--- src/design/rit_pkg.sv ---
/*
  Constants for the RAM, I/O and timer peripheral with edge interrupt.
  Assumes a single 40 MHz core clock and a synchronous active-high reset.
*/
// Notes on behaviour
// - Two flags, timer and edge, both returned on a flag register read.
// - A flag register read clears the edge flag unless an edge sets it that cycle.
// - Timer read or write clears timer flag; flag read leaves it alone.
// - Selected only when high select is high and low select is low.
// - Register-space select low picks RAM, high picks I/O and timer.
// - A2 high picks timer or flags; on reads A0 low timer, high flags.
// - A1:A0 pick port A latch, A direction, B latch, B direction.
// - Timer write needs A4 high; A1:A0 pick 1, 8, 64, 1024 clocks.
// - Every timer access latches A3 as timer interrupt enable.
// - Active edge on port A bit 7 sets flag bit 6, may raise request.
// - Edge control updates on write, A4 low, A2 high; data ignored.
// - Edge control write: A1 enables or disables edge interrupt path.
// - Edge control write: A0 low falling edge, high rising edge.
// - Edge flag sets regardless of pin direction; only request is gated.
// - Reset disables edge interrupt and selects falling edge.
// - Timer flag in bit 7 sets on timeout whether enabled or not.
// - After zero, next count times out, loads ones, then counts every clock.
// - Timer read in the timeout cycle leaves the timer flag set.
// - RAM of 128 bytes addressed by seven low address lines.
package rit_pkg;
  localparam int unsigned RIT_RAM_DEPTH = 128;
  localparam logic [1:0] RIT_PORT_A_LATCH = 2'h0;
  localparam logic [1:0] RIT_PORT_A_DIR = 2'h1;
  localparam logic [1:0] RIT_PORT_B_LATCH = 2'h2;
  localparam logic [1:0] RIT_PORT_B_DIR = 2'h3;
  localparam int unsigned RIT_TIMER_FLAG_BIT = 7;
  localparam int unsigned RIT_EDGE_FLAG_BIT = 6;
  localparam logic [7:0] RIT_REG_RESET = 8'h00;
  localparam logic [7:0] RIT_TIMER_RESET = 8'hff;
  localparam logic [1:0] RIT_PRESCALE_RESET = 2'h0;
  localparam logic [9:0] RIT_DIV_1 = 10'h000;
  localparam logic [9:0] RIT_DIV_8 = 10'h007;
  localparam logic [9:0] RIT_DIV_64 = 10'h03f;
  localparam logic [9:0] RIT_DIV_1024 = 10'h3ff;
endpackage : rit_pkg

--- src/design/rit_core.sv ---
/*
  Register select, port registers, RAM, interval timer and interrupt logic.
  Assumes bus strobes from one access per asserted i_bus_strobe cycle, on
  the core clock; port pins arrive asynchronously and are synchronised.
*/
`timescale 1ns/1ps
module rit_core
  import rit_pkg::*;
(
  input wire logic i_core_clk,
  input wire logic i_rst,
  input wire logic i_bus_strobe,
  input wire logic i_read_not_write,
  input wire logic i_chip_select_high,
  input wire logic i_chip_select_low_n,
  input wire logic i_register_space_select_n,
  input wire logic [6:0] i_addr,
  input wire logic [7:0] i_wdata,
  output logic [7:0] o_rdata,
  output logic o_rdata_oe,
  input wire logic [7:0] i_port_a_pins,
  input wire logic [7:0] i_port_b_pins,
  output logic [7:0] o_port_a_out,
  output logic [7:0] o_port_a_oe,
  output logic [7:0] o_port_b_out,
  output logic [7:0] o_port_b_oe,
  output logic o_irq_out,
  output logic o_irq_oe
);
  logic [7:0] mem_q [RIT_RAM_DEPTH];
  logic [7:0] pa_latch_q, pa_dir_q, pb_latch_q, pb_dir_q;
  logic [7:0] pa_s1_q, pa_s2_q, pb_s1_q, pb_s2_q;
  logic pa7_prev_q;
  logic [7:0] timer_q;
  logic [9:0] presc_cnt_q;
  logic [1:0] presc_sel_q;
  logic overrun_q;
  logic timer_flag_q, edge_flag_q;
  logic timer_ie_q, edge_ie_q, edge_rising_q;
  logic [7:0] rdata_q;
  logic rdata_oe_q;

  function automatic logic [9:0] div_of(input logic [1:0] sel);
    case (sel)
      2'h0: div_of = RIT_DIV_1;
      2'h1: div_of = RIT_DIV_8;
      2'h2: div_of = RIT_DIV_64;
      default: div_of = RIT_DIV_1024;
    endcase
  endfunction : div_of

  wire sel = i_bus_strobe & i_chip_select_high & ~i_chip_select_low_n;
  wire ram_acc = sel & ~i_register_space_select_n;
  wire io_acc = sel & i_register_space_select_n;
  wire port_acc = io_acc & ~i_addr[2];
  wire tf_acc = io_acc & i_addr[2];
  wire timer_wr = tf_acc & ~i_read_not_write & i_addr[4];
  wire timer_rd = tf_acc & i_read_not_write & ~i_addr[0];
  wire flag_rd = tf_acc & i_read_not_write & i_addr[0];
  wire edge_wr = tf_acc & ~i_read_not_write & ~i_addr[4];
  wire port_wr = port_acc & ~i_read_not_write;
  wire [1:0] port_sel = i_addr[1:0];
  wire tick = (presc_cnt_q == 10'h000) | overrun_q;
  wire timeout = tick & (timer_q == 8'h00) & ~timer_wr;
  wire pa7_now = pa_s2_q[7];
  wire edge_ev = edge_rising_q ? (pa7_now & ~pa7_prev_q)
                               : (~pa7_now & pa7_prev_q);
  wire [7:0] flags_w = {timer_flag_q, edge_flag_q, 6'h00};
  wire [7:0] port_rd_w = (port_sel == RIT_PORT_A_LATCH) ? pa_s2_q :
                         (port_sel == RIT_PORT_A_DIR) ? pa_dir_q :
                         (port_sel == RIT_PORT_B_LATCH) ? pb_latch_q :
                         pb_dir_q;
  // Port B reads the latch so loaded push-pull pins still read back true
  wire [7:0] rd_mux = ram_acc ? mem_q[i_addr] :
                      port_acc ? port_rd_w :
                      flag_rd ? flags_w : timer_q;

  always_ff @(posedge i_core_clk)
  begin
    pa_s1_q <= i_port_a_pins;
    pa_s2_q <= pa_s1_q;
    pb_s1_q <= i_port_b_pins;
    pb_s2_q <= pb_s1_q;
    pa7_prev_q <= pa_s2_q[7];
  end

  always_ff @(posedge i_core_clk)
  begin
    if (ram_acc && !i_read_not_write)
      mem_q[i_addr] <= i_wdata;
  end

  always_ff @(posedge i_core_clk)
  begin
    if (i_rst)
    begin
      pa_latch_q <= RIT_REG_RESET;
      pa_dir_q <= RIT_REG_RESET;
      pb_latch_q <= RIT_REG_RESET;
      pb_dir_q <= RIT_REG_RESET;
    end
    else if (port_wr)
    begin
      case (port_sel)
        RIT_PORT_A_LATCH: pa_latch_q <= i_wdata;
        RIT_PORT_A_DIR: pa_dir_q <= i_wdata;
        RIT_PORT_B_LATCH: pb_latch_q <= i_wdata;
        RIT_PORT_B_DIR: pb_dir_q <= i_wdata;
        default: pa_latch_q <= pa_latch_q;
      endcase
    end
  end

  always_ff @(posedge i_core_clk)
  begin
    if (i_rst)
    begin
      timer_q <= RIT_TIMER_RESET;
      presc_sel_q <= RIT_PRESCALE_RESET;
      presc_cnt_q <= RIT_DIV_1;
      overrun_q <= 1'b0;
      timer_ie_q <= 1'b0;
    end
    else
    begin
      if (timer_wr || timer_rd)
        timer_ie_q <= i_addr[3];
      if (timer_wr)
      begin
        timer_q <= i_wdata;
        presc_sel_q <= i_addr[1:0];
        presc_cnt_q <= div_of(i_addr[1:0]);
        overrun_q <= 1'b0;
      end
      else
      begin
        // Overrun counts each clock until the next write
        presc_cnt_q <= (presc_cnt_q == 10'h000) ?
                       div_of(presc_sel_q) : presc_cnt_q - 10'h001;
        if (tick)
          timer_q <= timer_q - 8'h01;
        if (timeout)
          overrun_q <= 1'b1;
      end
    end
  end

  always_ff @(posedge i_core_clk)
  begin
    if (i_rst)
    begin
      timer_flag_q <= 1'b0;
      edge_flag_q <= 1'b0;
      edge_ie_q <= 1'b0;
      edge_rising_q <= 1'b0;
    end
    else
    begin
      // Set wins over the clear in the same cycle
      if (timeout)
        timer_flag_q <= 1'b1;
      else if (timer_wr || timer_rd)
        timer_flag_q <= 1'b0;
      if (edge_ev)
        edge_flag_q <= 1'b1;
      else if (flag_rd)
        edge_flag_q <= 1'b0;
      if (edge_wr)
      begin
        edge_ie_q <= i_addr[1];
        edge_rising_q <= i_addr[0];
      end
    end
  end

  always_ff @(posedge i_core_clk)
  begin
    if (i_rst)
    begin
      rdata_q <= RIT_REG_RESET;
      rdata_oe_q <= 1'b0;
    end
    else
    begin
      rdata_oe_q <= sel & i_read_not_write;
      if (sel && i_read_not_write)
        rdata_q <= rd_mux;
    end
  end

  assign o_rdata = rdata_q;
  assign o_rdata_oe = rdata_oe_q;
  assign o_port_a_out = pa_latch_q;
  assign o_port_a_oe = pa_dir_q;
  assign o_port_b_out = pb_latch_q;
  assign o_port_b_oe = pb_dir_q;
  assign o_irq_out = 1'b0;
  assign o_irq_oe = (timer_flag_q & timer_ie_q) |
                    (edge_flag_q & edge_ie_q);
endmodule : rit_core

--- config.mk ---
export PLATFORM = sky130hd
export DESIGN_NAME = rit_core
export DESIGN_NICKNAME = d
export VERILOG_FILES = /design/src/design/rit_pkg.sv /design/src/design/rit_core.sv
export SDC_FILE = /design/constraint.sdc
export NUM_CORES = 1
export LEC_CHECK = 0
export BUFFER_PORTS_ARGS = -buffer_cell sky130_fd_sc_hd__buf_2
export CAP_MARGIN = 20
export CORE_ASPECT_RATIO = 0.9
export CORE_MARGIN = 1.5
export CORE_UTILIZATION = 37
export CTS_CLUSTER_SIZE = 24
export DETAILED_ROUTE_END_ITERATION = 12
export HOLD_SLACK_MARGIN = 0.05
export PLACE_DENSITY = 0.52
export SYNTH_ARGS = -nofsm -noshare
export SYNTH_HDL_FRONTEND = slang
export SYNTH_SLANG_ARGS = --single-unit
--- constraint.sdc ---
create_clock -name i_core_clk -period 2.4 [get_ports i_core_clk]
set_input_delay 0 -clock i_core_clk [delete_from_list [all_inputs] [get_ports i_core_clk]]
set_output_delay 0 -clock i_core_clk [all_outputs]
set_load 0.05 [all_outputs]
Word-level counts from Yosys, hierarchy flattened
Memory sizes are Yosys's and may differ from the RTL's.
Cells that the tools add are included.
{ "word_totals": {"regBits": 84, "in_bits": 38, "wordCells": 92, "out_inout_bits": 43, "memories": 1, "ramBits": 1024} }
{ "memory_table": {"columns": ["memory", "words", "word_bits", "read_ports", "rd_ports_with_merged_regs", "wr", "line_no", "rtl"], "rows": [
  ["mem_q", 128, 8, 1, 0, 1, "rit_core.sv:30", "logic [7:0] mem_q [RIT_RAM_DEPTH];"]
]} }
{ "op_classes": {"n_eq_ne": 5, "addsub": 2, "n_bitwise": 31, "n_reduce_logical": 16, "muxes": 19} }
{ "op_table": {"columns": ["cell", "count"], "rows": [
  ["$mux W8", 8],
  ["$pmux W10 S3", 2],
  ["$and A1 B1 Y1", 20],
  ["$mux W10", 2],
  ["$logic_not A10 Y1", 1],
  ["$sub A10 B1 Y10 const B", 1],
  ["$not A1 Y1", 9],
  ["$logic_not A8 Y1", 1],
  ["$reduce_and A2 Y1", 4],
  ["$sub A8 B1 Y8 const B", 1],
  ["$mux W1", 7],
  ["$eq A2 B2 Y1 const B", 3],
  ["$reduce_bool A2 Y1", 3],
  ["$eq A2 B1 Y1 const B", 2],
  ["$logic_not A2 Y1", 2],
  ["$logic_and A1 B1 Y1", 2],
  ["$or A1 B1 Y1", 2],
  ["$reduce_or A2 Y1", 1],
  ["$logic_not A1 Y1", 1],
  ["$logic_or A1 B1 Y1", 1]
]} }

Logic depth before layout (Yosys ltp)
{ "logic_depth": {"word_depth": 9, "mapped_depth": 11, "ltp_nobuf": 9} }

Least setup slack after synthesis
No wires, ideal clock.
{ "synth_timing": {"kind": "reg2reg", "from": "register presc_cnt_q[0]", "to": "register timer_q[5]", "setup_time_ps": 123, "arrival_time_ps": 2101, "synth_period_minus_slack_ps": 2224, "stages_incl_launch_ff": 10, "t_required_ps": 2277, "n_path_buf": 0, "slack_ps": 176, "cell_sequence": "dfxtp_1 inv_1 ha_1 nor3b_1 a41oi_1 nor3_1 nand3b_1 xor2_1 a21oi_1 or2_2"} }
{ "synth_via": {"elab_chain_len": 3} }
{ "synth_rtl": {"columns": ["element", "line_no", "rtl"], "rows": [
  ["start: declaration", "rit_core.sv:35", "logic [9:0] presc_cnt_q;"],
  ["start signal: assignment", "rit_core.sv:132", "presc_cnt_q <= div_of(i_addr[1:0]);"],
  ["start signal: assignment", "rit_core.sv:138", "presc_cnt_q <= (presc_cnt_q == 10'h000) ?"],
  ["$logic_not A10 Y1", "rit_core.sv:63", "wire tick = (presc_cnt_q == 10'h000) | overrun_q;"],
  ["$or A1 B1 Y1", "rit_core.sv:63", null],
  ["$reduce_bool A2 Y1 (no source line)", null, null],
  ["end signal: assignment", "rit_core.sv:130", "timer_q <= i_wdata;"],
  ["end signal: assignment", "rit_core.sv:141", "timer_q <= timer_q - 8'h01;"],
  ["end: declaration", "rit_core.sv:34", "logic [7:0] timer_q;"]
]} }
Every way passes these cells.
A chain may end at the register's enable or synchronous reset.

Worst setup path in the final report
{ "layout_timing": {"from": "register presc_cnt_q[0]", "to": "register presc_cnt_q[5]"} }
{ "layout_via": {"elab_chain_len": 3, "elab_cells_between_ends": 4, "cone_classes": "1 x add/sub; 2 x mux; 1 x reduce/logical"} }
{ "layout_rtl": {"columns": ["element", "line_no", "rtl"], "rows": [
  ["$sub A10 B1 Y10 / $logic_not A10 Y1 (equally long branches)", "rit_core.sv:139, rit_core.sv:138", null],
  ["$mux W10 (*)", "rit_core.sv:138", null],
  ["$mux W10 (*)", "rit_core.sv:128", "if (timer_wr)"]
]} }
Mark *: on every way between the ends. The rest lies on a longest branch, timed or not.

==> impl_metrics.ini <==
[run_status]
outcome = completed

[clocking]
clock_sinks = 1108
postCtsSetupRepairBufs = 0
htreeDepth = 3
path_clk_slew_ns = 0.06
cts_root_buffer = clkbuf_16
clock_latency_ns = 0.72
cts_tree = done
numCtsBuffers = 116
clockBufferDepth = 3

[detailed_routing]
routed_wl_um = 118000
routedWlPerCell_um = 26.0
drc_errors = 0
viasPerCell = 5.37
dr.pass1.iters = 6
drt_iter0_drc = 2720
route.vias.total = 24304
final_antenna_net_count = 0

[synth]
synth_cell_types = 56
yosysWarnings = 0
synth_edf_count = 1024
syn_inst = 2424
synth.largest_area_cell = edfxtp_1
synth_flop_cell = edfxtp_1
synth.net_count = 2465
synthArstFlopShare = 0
synth-seq-cells = 1108
syn-mean-instance-area_um2 = 18.0
synthTopCellsByArea = edfxtp_1, mux2i_1, mux4_2, dfxtp_1, nor2_1
synth_area_um2 = 43500
netlist.area_leader.share = 0.707
synth_seq_area_share = 0.745

[setup_path]
worstPathMaxFanout = 8
worst_setup_path_start_kind = flop
slowest_delay_ns = 0.46
r2r_cells = 8
criticalPathCategory = reg -> reg
cp.required_ns = 2.95
crit_slowest_cell = o21ai_0
end_kind = flop
path_cells = inv_1 -> ha_1 -> nor3b_1 -> buf_4 -> nand4_1 -> o21ai_0 -> a31o_2 -> a21oi_1
cp_data_arrival_time_ns = 2.81

[finish]
fin_util = 0.450
drive_gt1_frac = 0.260
instances_no_fill = 4530
syn2layout_area_growth_pct = 20.9
diodes = 0
fin_nets = 2902

[grt]
grt_overflow = 0
grt_pass1_vias = 24821
grt_use_total = 0.197
grt_max_degree = 134
grt_first_pass_wirelength_um = 170000
antenna_found_initial = 3

[pwr]
cellLeakagePower_nw = 18.0
peakVddDrop_uv = 589
powerDensity_nw_per_um2 = 798

[worst_hold_path]
hold_class = in -> reg
whs_path_depth = 5

[floorplan]
ios = 81
core_um2 = 117000
std_cell_rows = 119
die_w_um = 365
fp.dieArea_um2 = 120000
die_h_um = 328
initial_utilization = 0.372

[flow_run]
drv_cap = 0

[sta]
period_share = 0.943
min_period_ns = 2.26
worst_slack_ns = 0.137
fmax_ghz = 0.442
fin_skew_ns = 0.0412
hold_viol = 0
setup_viol = 0
slew_headroom = 0.328
worstMarginPinSlew_ns = 1.01
slew_viol_final = 0

[placed_design]
dpl_worst_slack_ns = -0.166
io_buffers = 71
hpwlAfterDp_um = 77700
place.gp.congestion = 0.847
place_inst = 4283
kinds of logic after synthesis:
logic type,Yosys count,synth area share
DFF,1108,0.745
muxes,475,0.150
and+or+nand+nor,414,0.0424
AOI/OAI and AO/OA,267,0.0428
buffers and inverters,145,0.0164
xor gates and xnor gates,11,0.00221
adders and majority gates,3,0.000863
other,1,0.0000862
timing repair:
action,CTS,global route
hold endpoints to repair,599,0
gates resized for setup,0,5
endpoints found under the setup margin,0,4
hold buffers,33,0
where the power goes:
part           leakage [nW]  total (mW)  internal [mW]  switching [mW]
registers              9.89        21.2           21.2          0.0774
logic                  6.31        2.82           1.16            1.66
clock network          1.85        17.9           10.6            7.37
final timing paths:
kind / to / from / slack (ns)
worst max-delay path: presc_cnt_q[5] / presc_cnt_q[0] / 0.14
worst min-delay path: timer_ie_q / i_addr[3] / 0.11
worst max register to register: presc_cnt_q[5] / presc_cnt_q[0] / 0.14
worst min register to register: pa_s2_q[4] / pa_s1_q[4] / 0.32
critical path, delay by kind of cell (launching register included):
family | cells | cell delay [ns]
DFF | 1 | 0.32
buffers and inverters | 2 | 0.26
adders and majority gates | 1 | 0.18
AOI/OAI and AO/OA | 3 | 0.71
and+or+nand+nor | 2 | 0.64
layout by cell type, fill, tap and decap left out, drive strengths merged, types with 6 or more instances in the layout:
master / instances
mux2i: 327
inv: 7
a311o: 7
nand3: 58
a41oi: 10
mux2: 7
a21oi: 34
clkinv: 49
a211oi: 7
clkbuf: 139
a22oi: 99
a221oi: 6
nor4: 9
buf: 426
clkinvlp: 8
dfxtp: 84
o22ai: 38
a31oi: 10
nand2b: 8
xor2: 6
mux4: 141
nand2: 69
bufinv: 16
nor2b: 15
edfxtp: 1024
o21ai: 28
dlygate4sd3: 33
and2: 8
or2: 9
nor2: 211
synth_stat cells, types with 34 or more instances:
cell      count
o22ai_1      38
clkbuf_1     54
mux2i_1     327
mux4_2      141
nand3_1      58
dfxtp_1      84
a22oi_1      99
nor2_1      210
nand2_1      69
edfxtp_1   1024
a21oi_1      34
buf_2        57
sequential cells by signal, indices dropped and copies added, names as in the netlist:
register       flops
timer_q            8
pa_s1_q            8
edge_rising_q      1
presc_cnt_q       10
edge_flag_q        1
overrun_q          1
presc_sel_q        2
timer_ie_q         1
o_port_b_oe        8
o_port_a_out       8
o_port_a_oe        8
o_rdata_oe         1
o_rdata            8
timer_flag_q       1
o_port_b_out       8
pa7_prev_q         1
mem_q           1024
edge_ie_q          1
pa_s2_q            8
routing by layer:
| layer | vias to the layer above | track usage | share of wire |
|---|---|---|---|
| li1 | 10591 | - | - |
| met5 | - | 0 | 0.00032 |
| met2 | 889 | 0.300 | 0.45 |
| met3 | 198 | 0.0454 | 0.078 |
| met4 | 6 | 0.0558 | 0.027 |
| met1 | 12620 | 0.283 | 0.45 |
area by class of cell:
class,instances,area (µm²)
timing repair buffer,459,3960
inverter,5,18.8
clock buffer,139,2990
fill,9976,64300
multi-input combinational,1171,10400
clock inverter,75,815
tap,1573,1970
sequential,1108,32400
metrics by stage:
step	area, µm²	hold slack, ns	power [mW]	TNS (ns)
2_1_floorplan	43500	0.0277	23.1	0
3_3_place_gp	48400	0.102	24.3	-0.370
3_5_place_dp	48400	0.104	24.4	-0.256
4_1_cts	52600	0.0731	42.3	0
5_1_grt	52600	0.127	43.3	-0.0625
6_report	52600	0.109	42.0	0
(Power assumes the default switching activity.)
